`config.mk`:
```
export PLATFORM = sky130hd
export DESIGN_NAME = scg_clock_gate
export DESIGN_NICKNAME = d
export VERILOG_FILES = /design/src/core/scg_clock_gate.v
export VERILOG_INCLUDE_DIRS = /design/src /design/src/core
export SDC_FILE = /design/constraint.sdc
export NUM_CORES = 1
export LEC_CHECK = 0
export BUFFER_PORTS_ARGS = -buffer_cell sky130_fd_sc_hd__buf_2
export CORE_MARGIN = 4
export CORE_UTILIZATION = 40
export CTS_CLUSTER_DIAMETER = 150
export DETAILED_ROUTE_END_ITERATION = 6
export PLACE_DENSITY = 0.7
export SLEW_MARGIN = 25
export SYNTH_ARGS = -nofsm -noshare
export SYNTH_HDL_FRONTEND = slang
export SYNTH_SLANG_ARGS = --single-unit
```
`constraint.sdc`:
```
create_clock -name mclk -period 2.45 [get_ports mclk]
set_clock_uncertainty 0.1 [all_clocks]
set_input_delay 0.245 -clock mclk [delete_from_list [all_inputs] [get_ports mclk]]
set_output_delay 0.245 -clock mclk [all_outputs]
set_load 0.02 [all_outputs]
```
`src/core/scg_defines.vh`:
```
// scg_defines.vh: offsets, field positions, reset values and codes for the unit clock gate block
// assumes inclusion by bare name from design files under core/
`ifndef SCG_DEFINES_VH
`define SCG_DEFINES_VH

`define SCG_OFF_RUN_GATE        12'h100
`define SCG_OFF_SLEEP_GATE      12'h110
`define SCG_OFF_DEEP_GATE       12'h120
`define SCG_OFF_RUN_CLOCK_CFG   12'h060
`define SCG_OFF_IRQ_STATUS      12'h1f0
`define SCG_OFF_IRQ_MASK        12'h1f4
`define SCG_OFF_CLOCK_STATE     12'h1f8

`define SCG_GATE_RESET          32'h00000040
`define SCG_GATE_WMASK          32'h00010348
`define SCG_BIT_CONVERTER       16
`define SCG_BIT_RATE_LO         8
`define SCG_BIT_RATE_HI         9
`define SCG_BIT_HIBERNATION     6
`define SCG_BIT_WATCHDOG        3

`define SCG_CFG_RESET           32'h00000000
`define SCG_BIT_AUTO_GATING     27

`define SCG_RATE_125K           2'h0
`define SCG_RATE_250K           2'h1
`define SCG_RATE_500K           2'h2

`define SCG_MODE_RUN            2'h0
`define SCG_MODE_SLEEP          2'h1
`define SCG_MODE_DEEP           2'h2

`define SCG_IRQ_WIDTH           3
`define SCG_IRQ_CONV_FAULT      0
`define SCG_IRQ_WDOG_FAULT      1
`define SCG_IRQ_BAD_WRITE       2

`endif

```
`src/core/scg_clock_gate.v`:
```
// scg_clock_gate.v: run, sleep and deep-sleep unit clock gating registers behind an apb slave,
// with clock enables, converter rate select, unit access fault checks and an interrupt.
// assumes a single clock mclk, a synchronous reset, and that the power manager reports the mode.
// the gated units decode their own addresses and raise conv_access or wdog_access;
// this block only answers whether such an access may complete.
//
// Summary of operation
// - each enable bit set clocks its unit; clear stops that unit's clock.
// - an access to the unclocked converter or watchdog answers with a bus fault.
// - gating registers reset to 0x00000040: only hibernation clocked.
// - bit 16 enables converter clock, resets zero; unclocked access faults.
// - bits 9:8 pick converter rate 125K, 250K, 500K; reset zero.
// - bit 6 enables hibernation clock, resets to one.
// - bit 3 enables watchdog clock, resets zero; unclocked access faults.
// - reserved bits are read-only and read as zero.
// - three identical gating registers: run, sleep, deep-sleep.
// - sleep registers act only while automatic gating select is set.
//
// Implementation choice: register access over APB.
`timescale 1ns/1ps
`include "scg_defines.vh"

module scg_clock_gate (
  input  wire        mclk,
  input  wire        rst,
  input  wire        clk_en,
  input  wire        psel,
  input  wire        penable,
  input  wire        pwrite,
  input  wire [11:0] paddr,
  input  wire [31:0] pwdata,
  output wire        pready,
  output reg  [31:0] prdata,
  output wire        pslverr,
  input  wire [1:0]  power_mode,
  input  wire        conv_access,
  input  wire        wdog_access,
  output wire        conv_access_fault,
  output wire        wdog_access_fault,
  output reg         converter_clock_enable,
  output reg         hibernation_clock_enable,
  output reg         watchdog_clock_enable,
  output reg  [1:0]  converter_rate_select,
  output wire        irq
);

  localparam [2:0] ST_IDLE   = 3'b001;
  localparam [2:0] ST_SETUP  = 3'b010;
  localparam [2:0] ST_ACCESS = 3'b100;

  reg  [31:0] run_unit_clock_gate;
  reg  [31:0] sleep_unit_clock_gate;
  reg  [31:0] deep_sleep_unit_clock_gate;
  reg  [31:0] run_clock_config;
  reg  [`SCG_IRQ_WIDTH-1:0] irq_status;
  reg  [`SCG_IRQ_WIDTH-1:0] irq_mask;
  reg  [2:0]  state;
  reg  [2:0]  next_state;
  reg  [31:0] active_gate;
  reg  [31:0] next_rdata;
  reg         addr_hit;

  wire auto_gating_select = run_clock_config[`SCG_BIT_AUTO_GATING];
  wire wr_strobe = psel & penable & pwrite & clk_en;
  wire rd_strobe = psel & penable & ~pwrite & clk_en;

  // decodes one gating register offset; used for all three copies
  function is_gate_reg;
    input [11:0] addr;
    begin
      case (addr)
        `SCG_OFF_RUN_GATE:   is_gate_reg = 1'b1;
        `SCG_OFF_SLEEP_GATE: is_gate_reg = 1'b1;
        `SCG_OFF_DEEP_GATE:  is_gate_reg = 1'b1;
        default:             is_gate_reg = 1'b0;
      endcase
    end
  endfunction

  // value written back into a gating register; reserved bits forced to zero
  function [31:0] gate_wval;
    input [31:0] data;
    begin
      gate_wval = data & `SCG_GATE_WMASK;
    end
  endfunction

  // a rate above the 500K code is beyond the converter, so such a write is flagged
  function rate_bad;
    input [31:0] data;
    begin
      case (data[`SCG_BIT_RATE_HI:`SCG_BIT_RATE_LO])
        `SCG_RATE_125K: rate_bad = 1'b0;
        `SCG_RATE_250K: rate_bad = 1'b0;
        `SCG_RATE_500K: rate_bad = 1'b0;
        default:        rate_bad = 1'b1;
      endcase
    end
  endfunction

  // apb state tracked only for protocol sanity; answer is always zero-wait
  always @* begin
    next_state = state;
    case (state)
      ST_IDLE: begin
        if (psel) begin
          next_state = ST_SETUP;
        end
      end
      ST_SETUP: begin
        next_state = ST_ACCESS;
      end
      ST_ACCESS: begin
        if (psel & ~penable) begin
          next_state = ST_SETUP;
        end else if (~psel) begin
          next_state = ST_IDLE;
        end
      end
      default: begin
        next_state = ST_IDLE;
      end
    endcase
  end

  always @(posedge mclk) begin
    if (rst) begin
      state <= ST_IDLE;
    end else if (clk_en) begin
      state <= next_state;
    end
  end

  // unmapped offsets answer with pslverr; a write there changes nothing
  always @* begin
    if (is_gate_reg(paddr)) begin
      addr_hit = 1'b1;
    end else begin
      case (paddr)
        `SCG_OFF_RUN_CLOCK_CFG: addr_hit = 1'b1;
        `SCG_OFF_IRQ_STATUS:    addr_hit = 1'b1;
        `SCG_OFF_IRQ_MASK:      addr_hit = 1'b1;
        `SCG_OFF_CLOCK_STATE:   addr_hit = 1'b1;
        default:                addr_hit = 1'b0;
      endcase
    end
  end

  assign pready  = 1'b1;
  assign pslverr = psel & penable & ~addr_hit;

  // three copies of the same layout; one strobe per register keeps each process small
  // and lets a write reach exactly one copy
  wire wr_run_gate   = wr_strobe & (paddr == `SCG_OFF_RUN_GATE);
  wire wr_sleep_gate = wr_strobe & (paddr == `SCG_OFF_SLEEP_GATE);
  wire wr_deep_gate  = wr_strobe & (paddr == `SCG_OFF_DEEP_GATE);
  wire wr_run_cfg    = wr_strobe & (paddr == `SCG_OFF_RUN_CLOCK_CFG);
  wire wr_irq_mask   = wr_strobe & (paddr == `SCG_OFF_IRQ_MASK);

  always @(posedge mclk) begin
    if (rst) begin
      run_unit_clock_gate <= `SCG_GATE_RESET;
    end else if (wr_run_gate) begin
      run_unit_clock_gate <= gate_wval(pwdata);
    end
  end

  always @(posedge mclk) begin
    if (rst) begin
      sleep_unit_clock_gate <= `SCG_GATE_RESET;
    end else if (wr_sleep_gate) begin
      sleep_unit_clock_gate <= gate_wval(pwdata);
    end
  end

  always @(posedge mclk) begin
    if (rst) begin
      deep_sleep_unit_clock_gate <= `SCG_GATE_RESET;
    end else if (wr_deep_gate) begin
      deep_sleep_unit_clock_gate <= gate_wval(pwdata);
    end
  end

  always @(posedge mclk) begin
    if (rst) begin
      run_clock_config <= `SCG_CFG_RESET;
    end else if (wr_run_cfg) begin
      run_clock_config <= pwdata & (32'h1 << `SCG_BIT_AUTO_GATING);
    end
  end

  always @(posedge mclk) begin
    if (rst) begin
      irq_mask <= {`SCG_IRQ_WIDTH{1'b0}};
    end else if (wr_irq_mask) begin
      irq_mask <= pwdata[`SCG_IRQ_WIDTH-1:0];
    end
  end

  // mode select; sleep copies only count while automatic gating is on
  always @* begin
    active_gate = run_unit_clock_gate;
    case (power_mode)
      `SCG_MODE_SLEEP: begin
        if (auto_gating_select) begin
          active_gate = sleep_unit_clock_gate;
        end
      end
      `SCG_MODE_DEEP: begin
        if (auto_gating_select) begin
          active_gate = deep_sleep_unit_clock_gate;
        end
      end
      default: begin
        active_gate = run_unit_clock_gate;
      end
    endcase
  end

  // registered enables so downstream clock gate cells see glitch-free levels
  always @(posedge mclk) begin
    if (rst) begin
      converter_clock_enable <= 1'b0;
    end else if (clk_en) begin
      converter_clock_enable <= active_gate[`SCG_BIT_CONVERTER];
    end
  end

  // hibernation is clocked from reset so its wake logic keeps running
  always @(posedge mclk) begin
    if (rst) begin
      hibernation_clock_enable <= 1'b1;
    end else if (clk_en) begin
      hibernation_clock_enable <= active_gate[`SCG_BIT_HIBERNATION];
    end
  end

  always @(posedge mclk) begin
    if (rst) begin
      watchdog_clock_enable <= 1'b0;
    end else if (clk_en) begin
      watchdog_clock_enable <= active_gate[`SCG_BIT_WATCHDOG];
    end
  end

  // the rate goes out even while the converter is gated, so it is ready at restart
  always @(posedge mclk) begin
    if (rst) begin
      converter_rate_select <= `SCG_RATE_125K;
    end else if (clk_en) begin
      converter_rate_select <= active_gate[`SCG_BIT_RATE_HI:`SCG_BIT_RATE_LO];
    end
  end

  // faults look at the registered enables, the same level the gated units see
  localparam integer UNIT_CONV = 0;
  localparam integer UNIT_WDOG = 1;
  wire [1:0] unit_access = {wdog_access, conv_access};
  wire [1:0] unit_enable = {watchdog_clock_enable, converter_clock_enable};
  wire [1:0] unit_fault;
  genvar ui;
  generate
    for (ui = 0; ui < 2; ui = ui + 1) begin : g_fault
      assign unit_fault[ui] = unit_access[ui] & ~unit_enable[ui];
    end
  endgenerate
  assign conv_access_fault = unit_fault[UNIT_CONV];
  assign wdog_access_fault = unit_fault[UNIT_WDOG];

  // sticky events; a new event in the clear cycle stays set
  wire [`SCG_IRQ_WIDTH-1:0] irq_event;
  assign irq_event[`SCG_IRQ_CONV_FAULT] = conv_access_fault;
  assign irq_event[`SCG_IRQ_WDOG_FAULT] = wdog_access_fault;
  assign irq_event[`SCG_IRQ_BAD_WRITE]  = wr_strobe & is_gate_reg(paddr) & rate_bad(pwdata);

  wire status_clr = wr_strobe & (paddr == `SCG_OFF_IRQ_STATUS);
  // write-one-to-clear mask per bit; the set term is tested first so a clash keeps the bit
  wire [`SCG_IRQ_WIDTH-1:0] irq_clr = {`SCG_IRQ_WIDTH{status_clr}} & pwdata[`SCG_IRQ_WIDTH-1:0];

  genvar gi;
  generate
    for (gi = 0; gi < `SCG_IRQ_WIDTH; gi = gi + 1) begin : g_irq
      always @(posedge mclk) begin
        if (rst) begin
          irq_status[gi] <= 1'b0;
        end else if (clk_en) begin
          if (irq_event[gi]) begin
            irq_status[gi] <= 1'b1;
          end else if (irq_clr[gi]) begin
            irq_status[gi] <= 1'b0;
          end
        end
      end
    end
  endgenerate

  // level output; stays high until software clears the status bit or masks it
  assign irq = |(irq_status & irq_mask);

  // reserved bits of every register read as zero
  always @* begin
    next_rdata = 32'h0;
    case (paddr)
      `SCG_OFF_RUN_GATE: begin
        next_rdata = run_unit_clock_gate;
      end
      `SCG_OFF_SLEEP_GATE: begin
        next_rdata = sleep_unit_clock_gate;
      end
      `SCG_OFF_DEEP_GATE: begin
        next_rdata = deep_sleep_unit_clock_gate;
      end
      `SCG_OFF_RUN_CLOCK_CFG: begin
        next_rdata = run_clock_config;
      end
      `SCG_OFF_IRQ_STATUS: begin
        next_rdata = {29'h0, irq_status};
      end
      `SCG_OFF_IRQ_MASK: begin
        next_rdata = {29'h0, irq_mask};
      end
      `SCG_OFF_CLOCK_STATE: begin
        next_rdata = {15'h0, converter_clock_enable, 6'h0,
                      converter_rate_select, 1'b0,
                      hibernation_clock_enable, 2'h0,
                      watchdog_clock_enable, 3'h0};
      end
      default: begin
        next_rdata = 32'h0;
      end
    endcase
  end

  // prdata is registered at the setup cycle, so it is valid in the access phase
  always @(posedge mclk) begin
    if (rst) begin
      prdata <= 32'h0;
    end else if (clk_en & psel & ~penable & ~pwrite) begin
      prdata <= next_rdata;
    end else if (rd_strobe) begin
      prdata <= prdata;
    end
  end

endmodule // scg_clock_gate

```
# After elaboration in Yosys (flattened, before gate mapping)
# Index checks and enable logic that the tools add are counted.
[word_totals]
reg_bits = 59
inputBits = 54
out_inout_bits = 42
elab_cells = 73
[classes]
n_eq_ne = 11
n_mux = 14
n_bitwise = 24
reduce_logical = 11
[ops]
columns = ["cell", "count"]
rows = [
  ["case mux 28 bit (7 select lines)", 1],
  ["== test 12 x 9 -> 1 bit (second input constant)", 6],
  ["two-way mux 17 bit", 2],
  ["case mux 17 bit (2 select lines)", 1],
  ["bitwise AND 1 bit", 17],
  ["== test 12 x 7 -> 1 bit (second input constant)", 1],
  ["two-way mux 1 bit", 10],
  ["OR reduction 3 bit", 3],
  ["bitwise AND 3 bit", 2],
  ["AND reduction 2 bit", 3],
  ["nonzero test 2 bit", 3],
  ["inverter 1 bit", 5],
  ["== test 2 x 1 -> 1 bit (second input constant)", 2],
  ["== test 2 bit (second input constant)", 2],
  ["OR reduction 4 bit", 1],
  ["logical NOT 2 bit", 1],
]

# Logic depth before layout (Yosys ltp)
# Gate-level depths: netlist of run 1.
[logic_depth]
word_depth = 7
mapped_depth = 7
mapped_depth_nobuf = 7

# Least setup slack after synthesis of run 1
# OpenSTA, ideal clock, no wires.
[synth_timing]
path_kind = "input to register"
startpoint = "input paddr[2]"
endpoint = "register run_unit_clock_gate[6]"
setup_time_ns = 0.120
t_arrival_ns = 1.820
required_time_ns = 2.230
slack_ns = 0.411
path_stages = 6
path_buffers = 1
cell_sequence = "buf_2 -> or4_4 -> nor4_4 -> nor3b_4 -> nor2b_1 -> a211o_1"
[synth_via]
elab_chain_cells = 2
[synth_lines]
columns = ["element", "line_no", "source"]
rows = [
  ["from (decl)", "scg_clock_gate.v:30", "input wire [11:0] paddr,"],
  ["== test 12 x 9 -> 1 bit", "n/a", ""],
  ["bitwise AND 1 bit", "scg_clock_gate.v:154", "wire wr_run_gate = wr_strobe & (paddr == `SCG_OFF_RUN_GATE);"],
  ["to (signal assigned)", "scg_clock_gate.v:162", "run_unit_clock_gate <= `SCG_GATE_RESET;"],
  ["to (signal assigned)", "scg_clock_gate.v:164", "run_unit_clock_gate <= gate_wval(pwdata);"],
  ["to (decl)", "scg_clock_gate.v:51", "reg [31:0] run_unit_clock_gate;"],
]
# Every way passes these cells.
# A chain may end at the register's enable or synchronous reset.

# Worst setup path in the final report of run 1
[layout_timing]
startpoint = "input paddr[2]"
endpoint = "output pslverr"
[layout_via]
elab_chain_cells = 6
word_cells_on_any_way = 14
cone_classes = "eq/ne (7); mux (3); bitwise (2); reduce/logical (2)"
[layout_lines]
columns = ["element", "line_no", "source"]
rows = [
  ["== test 12 x 7 -> 1 bit (tied with other cells)", "scg_clock_gate.v:139", "case (paddr)"],
  ["OR reduction 4 bit (no line) or OR reduction 3 bit (tied branches)", "n/a", ""],
  ["two-way mux 1 bit (on tied branches)", "scg_clock_gate.v:139, scg_clock_gate.v:71", ""],
  ["two-way mux 1 bit *", "scg_clock_gate.v:136", "if (is_gate_reg(paddr)) begin"],
  ["inverter 1 bit *", "scg_clock_gate.v:150", "assign pslverr = psel & penable & ~addr_hit;"],
  ["bitwise AND 1 bit *", "scg_clock_gate.v:150", ""],
  ["to (decl)", "scg_clock_gate.v:34", "output wire pslverr,"],
]
# Every way passes the cells marked *; elsewhere a longest branch is shown, timed or not.

==> flow_summary.yaml, run 1 <==
timing:
  rsz0062_at_grt: "false"
  final_min_period_over_clock_period_pct: 83.8
  final_max_slew_violation_count: 0
  final-hold-violation-count: 0
  max_slew_margin_pct: 58.1
  timing.fmax_ghz: 0.487
  worst_pin_slew_ns: 0.628
  setup_ws_ns: 0.396
  fin_setup_tns_ns: 0
  setup_violations: 0
  min_period_ns: 2.05
pwr:
  irDropWorstVdd_mv: 0.393
  power_density_nw_per_um2: 541
  clock_power_share_pct: 43.0
  power.share.combinational_pct: 11.9
  power.share.sequential_pct: 45.1
  p_sw_share_pct: 24.6
  p_sw_uw: 326
  cellInternalPower_uw: 998
  leak_pwr_uw: 0.00105
critical_path:
  worst_setup_path_start_kind: "input pin"
  arrival_ns: 1.71
  critical_path_peak_fanout: 10
  critPathCaptureType: "output port"
  setup.worst_path.class: "input pin to output port"
  critPathRequiredTime_ns: 2.11
clock_tree:
  clk-insertion-delay-late_ns: 0.28
  cts.sinks: 36
  cts_buffers: 5
  cts_hold_repair_buffers: 0
  cts.htree.levels: 2
  worst_setup_hold_path_clk_slew_ns: 0.07
  clk_path_buf_depth: 2
  ctsRootBufferMaster: "sky130_fd_sc_hd__clkbuf_8"
  tritoncts_clock_tree: "done"
  cts_setup_buffers: 0
  cts_resized: 0
global_route:
  number_of_antenna_violations_at_the_first_check_in_global_routing: 0
  global_route.overflow_total: 0
  gr-usage-all-layers_pct: 16.0
  number_of_global_route_vias_before_repair: 1699
  grt_start_max_net_pins: 35
  grt_pass1_wl_um: 8020
placement:
  port_buffers: 48
  hpwl_um: 3840
  routability_cong: 0.847
  dpl_worst_slack_ns: 0.142
  placed_cells: 351
routing:
  routed_wire_length_on_met2_um: 2450
  drcViolationCount: 0
  average_detailed_routed_wire_length_per_instance_um: 14.1
  met1_length_um: 2270
  detailedRoute.firstPassIterationCount: 4
  detailroute.via_count: 1814
  routed_via_density: 5.05
  wl_met3_um: 253
  dr.max_layer_used: "met4"
  route.antenna.remaining_nets: 0
  detailedRoute.firstIterationViolations: 85
  wl_um: 5050
synthesis:
  synthMostInstantiatedCell: "sky130_fd_sc_hd__dfxtp_1"
  synth.top_cells.by_area: "sky130_fd_sc_hd__dfxtp_1, sky130_fd_sc_hd__buf_4, sky130_fd_sc_hd__mux2i_1"
  synth_edf_count: 0
  synth.yosys.seq_area_share_pct: 34.5
  synth_top_cells_by_count: "sky130_fd_sc_hd__dfxtp_1, sky130_fd_sc_hd__nor2_1, sky130_fd_sc_hd__buf_4, sky130_fd_sc_hd__nand2_1, sky130_fd_sc_hd__mux2i_1"
  synth_flop_cell: "sky130_fd_sc_hd__dfxtp_1"
  netlist_instances: 239
  syn-cell-area_um2: 2090
  yosys_warnings: 0
  number_of_unique_standard_cell_types_used_by_synthesis: 44
  synth_area_leader_cell: "sky130_fd_sc_hd__dfxtp_1"
  yosysTopAreaCellShare_pct: 34.5
  ys_async_sr_fraction_pct: 0
  syn-mean-instance-area_um2: 8.74
  synth.ff_latch_count: 36
layout:
  regArea_um2: 721
  fillCellCount: 520
  synthToLayoutAreaGrowth_pct: 17.1
  final_instance_count_without_filler_cells: 359
  num_antenna_cells: 0
  drive_above_1_share_pct: 27.7
  final_util_pct: 48.2
  fin_nets: 344
  multi_input_area_um2: 1220
floorplan:
  dieArea_um2: 6440
  ioPinCount: 96
  start_util_pct: 41.2
  die_height_um: 80.3
  fp.dieW_um: 80.3
  coreArea_um2: 5070
  std_cell_rows: 26
min_path:
  worstHoldPathType: "input pin to flip-flop"
flow_run:
  max-cap-violations: 0
status:
  status: "completed"
-- cell usage in the layout (no fill, tap or decap), types with 6 or more instances in the layout --
cell type and n:
sky130_fd_sc_hd__buf_2 48, sky130_fd_sc_hd__dfxtp_1 36, sky130_fd_sc_hd__nor2_1 32, sky130_fd_sc_hd__conb_1 24
sky130_fd_sc_hd__nand2_1 17, sky130_fd_sc_hd__mux2i_1 16, sky130_fd_sc_hd__a21oi_1 14, sky130_fd_sc_hd__a22oi_1 13
sky130_fd_sc_hd__mux2_2 8, sky130_fd_sc_hd__clkbuf_8 7, sky130_fd_sc_hd__nand3_1 6
-- path summary, 6_finish.rpt --
kind,start,endpoint,slack [ns],cells after the start
hold / removal,pwdata[1],irq_status[1],0.07,2
setup reg to reg,run_clock_config[27],hibernation_clock_enable,1.07,4
setup / recovery,paddr[2],pslverr,0.40,6
hold reg to reg,prdata[2],prdata[2],0.35,2
-- worst max-delay path, cell delays in order --
cell                      delay (ns)
sky130_fd_sc_hd__buf_2          0.18
sky130_fd_sc_hd__or4_1          0.54
sky130_fd_sc_hd__or3_1          0.32
sky130_fd_sc_hd__a21oi_1        0.19
sky130_fd_sc_hd__nor3_1         0.07
sky130_fd_sc_hd__buf_2          0.16
-- cell families (layout without fill, tap and decap cells) --
| kind of cell | after synthesis | in the layout | share of synthesized area (%) |
|---|---|---|---|
| AND/OR/NAND/NOR | 91 | 91 | 25.3 |
| AO/OA/AOI/OAI | 47 | 47 | 15.6 |
| buffers and inverters | 37 | 65 | 11.1 |
| flip-flops | 36 | 36 | 34.5 |
| multiplexers | 24 | 24 | 12.0 |
| adder cells (fa/ha/maj) | 2 | 2 | 1.20 |
| other | 2 | 24 | 0.359 |
-- area by class of cell --
type                       count  area share, %
clock buffer                   7           3.94
clock inverter                 1           1.23
inverter                       4          0.613
multi-input combinational    188           49.8
sequential                    36           29.4
tap                           70           3.58
timing repair buffer          53           11.3
-- per-stage QoR --
step	power, uW	area, um^2	hold slack, ns
finish	1320	2450	0.0695
global route	1370	2450	0.0639
CTS	1330	2450	0.0592
detailed placement	766	2320	0.344
global placement	764	2320	0.336
floorplan	739	2170	0.255
-- sequential cells by signal (all words and copies together) (netlist names) --
register                    cells
prdata                          9
converter_clock_enable          1
irq_mask                        3
run_clock_config                1
run_unit_clock_gate             5
irq_status                      3
converter_rate_select           2
watchdog_clock_enable           1
hibernation_clock_enable        1
sleep_unit_clock_gate           5
deep_sleep_unit_clock_gate      5
-- power groups by stage --
stage	clock network (uW)	logic, uW	registers (uW)
CTS	582	156	597
global route	606	171	597
detailed placement	0	156	610
finish	569	158	597
global placement	0	154	610
floorplan	0	125	614
-- per-layer routing --
metal	up-vias	track usage (%)
met2	54	26.7
met5	-	0
met3	9	4.15
met1	840	19.6
li1	911	-
met4	0	6.25
No activity file was read; power rests on OpenSTA's default activity.
==> run 2: changes to the inputs <==
Settings changed: ABC_AREA set to 1.
Clock period 2.45 ns to 1.89 ns, I/O delays scaled along.
==> flow_summary.yaml, run 2 <==
critical_path:
  critical_path_peak_fanout: 6
  arrival_ns: 1.27
  worst_setup_path_start_kind: "input pin"
  critPathCaptureType: "output port"
  ff2ff_setup_slack_ns: 0.69
  setup.worst_path.class: "input pin to output port"
  reg2regPathDepth: 7
  crit-reg2reg-capture: "hibernation_clock_enable"
  r2r_path_start: "run_clock_config[27]"
  critPathRequiredTime_ns: 1.60
timing:
  final-hold-violation-count: 0
  max_slew_margin_pct: 60.2
  fin_setup_tns_ns: 0
  setup_violations: 0
  timing.fmax_ghz: 0.641
  final_max_slew_violation_count: 0
  final_min_period_over_clock_period_pct: 82.6
  min_period_ns: 1.56
  rsz0062_at_grt: "false"
  worst_pin_slew_ns: 0.596
clock_tree:
  tritoncts_clock_tree: "done"
  clk-insertion-delay-late_ns: 0.29
  clk_path_buf_depth: 2
  cts_buffers: 5
  ctsRootBufferMaster: "sky130_fd_sc_hd__clkbuf_8"
  cts.htree.levels: 2
  worst_setup_hold_path_clk_slew_ns: 0.07
  cts_hold_repair_buffers: 0
  cts_resized: 0
  cts_setup_buffers: 0
  cts.sinks: 36
synthesis:
  synth-compound-area-share_pct: 18.5
  synth_flop_cell: "sky130_fd_sc_hd__dfxtp_1"
  yosysTopAreaCellShare_pct: 34.8
  netlist_instances: 299
  ys_async_sr_fraction_pct: 0
  synth_fa_ha_area_share_pct: 1.21
  synth_area_leader_cell: "sky130_fd_sc_hd__dfxtp_1"
  xor_and_xnor_fraction_of_the_mapped_netlist_area_pct: 0
  synthMostInstantiatedCell: "sky130_fd_sc_hd__nand2_1"
  yosys-mux-area-fraction_pct: 0
  syn-mean-instance-area_um2: 6.93
  syn-cell-area_um2: 2070
  synth_simple_gate_area_share_pct: 27.9
  synth_top_cells_by_count: "sky130_fd_sc_hd__nand2_1, sky130_fd_sc_hd__dfxtp_1, sky130_fd_sc_hd__a21oi_1, sky130_fd_sc_hd__inv_1, sky130_fd_sc_hd__nand3_1"
  synth_top_family_by_area: "simple AND/OR/NAND/NOR gates"
  synth_edf_count: 0
  synth.yosys.seq_area_share_pct: 34.8
  yosys_warnings: 0
  number_of_unique_standard_cell_types_used_by_synthesis: 30
  synth.top_cells.by_area: "sky130_fd_sc_hd__dfxtp_1, sky130_fd_sc_hd__buf_4, sky130_fd_sc_hd__nand2_1"
  synth.ff_latch_count: 36
layout:
  final_util_pct: 48.7
  largest-register: "prdata"
  drive_above_1_share_pct: 22.3
  synthToLayoutAreaGrowth_pct: 14.7
  final_instance_count_without_filler_cells: 416
  multi_input_area_um2: 1080
  max_reg_flops: 9
  num_antenna_cells: 0
  fin_nets: 404
  fillCellCount: 508
  regArea_um2: 721
  mostFrequentLayoutCells: "sky130_fd_sc_hd__nand2_1, sky130_fd_sc_hd__buf_2, sky130_fd_sc_hd__dfxtp_1"
min_path:
  worst_hold_startpoint: "pwdata[27]"
  worstHoldPathType: "input pin to flip-flop"
  worstHoldEndpoint: "run_clock_config[27]"
  timing.hold.worst_path_depth: 3
floorplan:
  start_util_pct: 42.5
  fp.dieW_um: 80.0
  coreArea_um2: 4880
  die_height_um: 80.0
  ioPinCount: 96
  std_cell_rows: 25
  dieArea_um2: 6400
routing:
  average_detailed_routed_wire_length_per_instance_um: 11.4
  detailedRoute.firstIterationViolations: 128
  detailroute.via_count: 1965
  detailedRoute.firstPassIterationCount: 4
  route.antenna.remaining_nets: 0
  wl_um: 4760
  drcViolationCount: 0
  routed_via_density: 4.72
placement:
  placed_cells: 408
  routability_cong: 0.794
  hpwl_um: 3860
  port_buffers: 48
pwr:
  power_density_nw_per_um2: 645
  leak_pwr_uw: 0.00104
  irDropWorstVdd_mv: 0.329
global_route:
  global_route.overflow_total: 0
  gr-usage-all-layers_pct: 15.7
  grt_start_max_net_pins: 24
  global_route.usage.met1_pct: 18.9
  met3_global_route_usage_pct: 3.72
  use_met2_pct: 25.8
  top_usage_layer: "met2"
  number_of_antenna_violations_at_the_first_check_in_global_routing: 0
  number_of_global_route_vias_before_repair: 1774
  grt_pass1_wl_um: 7870
status:
  status: "completed"
flow_run:
  max-cap-violations: 0
## run 2: cell types whose count changed after synthesis, moves of 8 or more
cell / delta
sky130_fd_sc_hd__a21oi_1: +21
sky130_fd_sc_hd__nor2_1: -17
sky130_fd_sc_hd__nand2_1: +31
sky130_fd_sc_hd__mux2i_1: -16
sky130_fd_sc_hd__o21ai_1: +8
sky130_fd_sc_hd__nand3_1: +22
sky130_fd_sc_hd__inv_1: +28
sky130_fd_sc_hd__a22oi_1: -13
sky130_fd_sc_hd__o21ai_0: +17
sky130_fd_sc_hd__mux2_2: -8
## run 2: critical path, stage by stage
cell and delay [ns]:
sky130_fd_sc_hd__buf_2 0.12, sky130_fd_sc_hd__nor2_1 0.21, sky130_fd_sc_hd__nand2_1 0.14, sky130_fd_sc_hd__nor2_2 0.24, sky130_fd_sc_hd__o31ai_1 0.13, sky130_fd_sc_hd__nand2_1 0.07, sky130_fd_sc_hd__nor2_1 0.04, sky130_fd_sc_hd__buf_2 0.15
## run 2: layout make-up
cell class	count	share of cell area, %
multi-input cells	217	45.2
well taps	67	3.52
clock buffers	7	3.63
clock inverters	1	0.316
repair buffers	51	11.0
inverters	37	5.94
flip-flops and latches	36	30.3
## run 2: logic make-up after synthesis
family,after synthesis
and+or+nand+nor,119
adders and majority gates,2
AOI/OAI and AO/OA,72
buffers and inverters,68
DFF,36
other,2
## run 2: how the worst max path moves through the flow
stage                              from                        to
after global routing           paddr[4]                   pslverr
after global placement         paddr[3]                   pslverr
after detailed placement       paddr[6]                   pslverr
after CTS                      paddr[3]                   pslverr
final                          paddr[6]                   pslverr
after floorplan           power_mode[0]  hibernation_clock_enable
## run 2: routing by layer
metal / part of all wire [%] / routed length (um)
met1: 44 / 2080
met2: 47 / 2230
met3: 6.6 / 314
met4: 2.8 / 134
met5: 0 / 0
## run 2: power by group
group          internal (uW)  switching [uW]
logic                   56.0             142
clock network            296             266
registers                767            7.13
## run 2: stage by stage
step                instance area [um^2]  setup WS [ns]  hold slack (ns)  total power [uW]
floorplan                           2160          0.523            0.158               957
global placement                    2280          0.342            0.350               985
detailed placement                  2280          0.326            0.352               988
CTS                                 2380          0.325           0.0698              1550
global route                        2380          0.223           0.0961              1610
finish                              2380          0.329           0.0767              1530
==> run 3: changes to the inputs <==
Settings changed: ABC_AREA 1 to 0, PLACE_DENSITY 0.7 to 0.73.
Clock period 1.89 ns to 1.3 ns, I/O delays scaled along.
==> flow_summary.yaml, run 3 (synthesis gave the netlist of run 1 again) <==
layout:
  largest-register: "prdata"
  layout_commonest_cell: "sky130_fd_sc_hd__buf_4"
  final_util_pct: 60.4
  mostFrequentLayoutCells: "sky130_fd_sc_hd__buf_4, sky130_fd_sc_hd__buf_2, sky130_fd_sc_hd__dfxtp_1"
  synthToLayoutAreaGrowth_pct: 46.8
  final_instance_count_without_filler_cells: 409
  fillCellCount: 453
  regArea_um2: 726
  max_reg_flops: 9
  num_antenna_cells: 0
  drive_above_1_share_pct: 46.6
  fin_nets: 395
  multi_input_area_um2: 1390
clock_tree:
  worst_setup_hold_path_clk_slew_ns: 0.07
  ctsRootBufferMaster: "sky130_fd_sc_hd__clkbuf_8"
  tritoncts_clock_tree: "done"
  cts.htree.levels: 2
  clk-insertion-delay-late_ns: 0.28
  clk_path_buf_depth: 2
  cts_buffers: 5
  cts.sinks: 36
pwr:
  power.share.sequential_pct: 47.0
  irDropWorstVdd_mv: 0.560
  clock_power_share_pct: 35.7
  p_sw_uw: 635
  leak_pwr_uw: 0.00133
  p_sw_share_pct: 26.5
  power_density_nw_per_um2: 781
  total_power_uw: 2390
  power.share.combinational_pct: 17.3
  cellInternalPower_uw: 1760
critical_path:
  worst_setup_path_start_kind: "input pin"
  crit-reg2reg-capture: "hibernation_clock_enable"
  crit_cells: 7
  critPathRequiredTime_ns: 1.07
  cp.buffers_inverters: 3
  r2r_path_start: "sleep_unit_clock_gate[6]"
  cp_slowest_stage_delay_ns: 0.49
  critical_path_peak_fanout: 2
  origin_of_the_worst_setup_path: "paddr[3]"
  ff2ff_setup_slack_ns: 0.03
  top_cell_family_by_delay_on_the_critical_path: "simple AND/OR/NAND/NOR gates"
  reg2regPathDepth: 5
  setup.worst_path.class: "input pin to output port"
  timing.critical_path.slowest_stage_cell: "sky130_fd_sc_hd__or4_4"
  critPathCaptureType: "output port"
  critical_path.endpoint: "pslverr"
  worstPathCellList: "buf_8, buf_6, or4_4, or3_4, a21oi_4, nor3_2, buf_4"
  arrival_ns: 1.55
timing:
  timing.fmax_ghz: 0.563
  final-hold-violation-count: 0
  final_min_period_over_clock_period_pct: 137
  setup_violations: 33
  setup_ws_ns: -0.476
  min_period_ns: 1.78
  final_max_slew_violation_count: 0
  rsz0062_at_grt: "true"
routing:
  wl_um: 6230
  average_detailed_routed_wire_length_per_instance_um: 15.2
  detailedRoute.firstIterationViolations: 171
  routed_via_density: 5.18
  detailroute.via_count: 2118
  route.antenna.remaining_nets: 0
  detailedRoute.firstPassIterationCount: 4
  drcViolationCount: 0
floorplan:
  fp.dieW_um: 80.3
  coreArea_um2: 5070
  dieArea_um2: 6440
  die_height_um: 80.3
  std_cell_rows: 26
  start_util_pct: 41.2
  ioPinCount: 96
global_route:
  number_of_global_route_vias_before_repair: 1996
  gr-usage-all-layers_pct: 18.6
  grt_pass1_wl_um: 9470
  grt_start_max_net_pins: 34
  number_of_antenna_violations_at_the_first_check_in_global_routing: 0
  global_route.overflow_total: 0
placement:
  routability_cong: 0.839
  port_buffers: 48
  hpwl_um: 4410
  placed_cells: 390
  dpl_worst_slack_ns: -0.689
min_path:
  worstHoldPathType: "input pin to flip-flop"
flow_run:
  max-cap-violations: 0
status:
  violations: "setup timing"
  status: "complete, but fails checks"
==> run 3: timing repair <==
| item | 4_1_cts | 5_1_grt |
|---|---|---|
| hold endpoints to repair | 4 | 0 |
| resized for setup | 23 | 25 |
| pin swaps | 16 | 14 |
| buffers inserted | 6 | 5 |
| hold buffers | 3 | 0 |
| setup endpoints to repair | 34 | 39 |
==> run 3: worst min path at each step <==
stage | slack, ns | startpoint | cells after the start | endpoint
after CTS | 0.01 | pwdata[2] | 3 | irq_mask[2]
after floorplan | 0.14 | pwdata[0] | 1 | irq_status[0]
after global routing | 0.006 | pwdata[2] | 3 | irq_mask[2]
after global placement | 0.25 | pwdata[0] | 2 | irq_status[0]
final | 0.01 | pwdata[2] | 3 | irq_mask[2]
after detailed placement | 0.25 | pwdata[0] | 2 | irq_status[0]
==> run 3: cell type report <==
type / instances / share of cell area (%)
well taps: 70 / 2.86
multi-input cells: 188 / 45.4
repair buffers: 104 / 24.5
inverters: 4 / 0.490
clock buffers: 7 / 3.14
flip-flops and latches: 36 / 23.7
==> run 3: power groups by stage <==
stage	clock [uW]	combinational, uW	sequential [uW]
floorplan	0	249	1160
global placement	0	351	1150
detailed placement	0	355	1150
CTS	867	387	1130
global route	929	447	1130
finish	854	415	1130
==> run 3: worst register-to-register path, cell delays in order, from the launching register on <==
cell and delay (ns):
sky130_fd_sc_hd__dfxtp_2 0.34, sky130_fd_sc_hd__a22oi_2 0.14, sky130_fd_sc_hd__nor2_1 0.05, sky130_fd_sc_hd__a21oi_1 0.16
sky130_fd_sc_hd__a21oi_1 0.09, sky130_fd_sc_hd__or2_2 0.27
==> run 3: per-stage QoR <==
| step | area [um^2] | TNS, ns | hold slack, ns |
|---|---|---|---|
| final | 3070 | -10.36 | 0.0141 |
| after global routing | 3070 | -12.37 | 0.00639 |
| after CTS | 2940 | -9.05 | 0.0111 |
| after detailed placement | 2670 | -20.71 | 0.250 |
| after global placement | 2670 | -19.89 | 0.250 |
| after floorplan | 2230 | -13.03 | 0.140 |
==> run 3: metal layers <==
metal | vias to the layer above | part of all wire (%) | GRT usage, %
met3 | 13 | 5.5 | 4.15
met4 | 0 | 1.6 | 5.57
met5 | - | 0 | 0
li1 | 1013 | - | -
met1 | 1021 | 39 | 22.6
met2 | 71 | 54 | 32.6
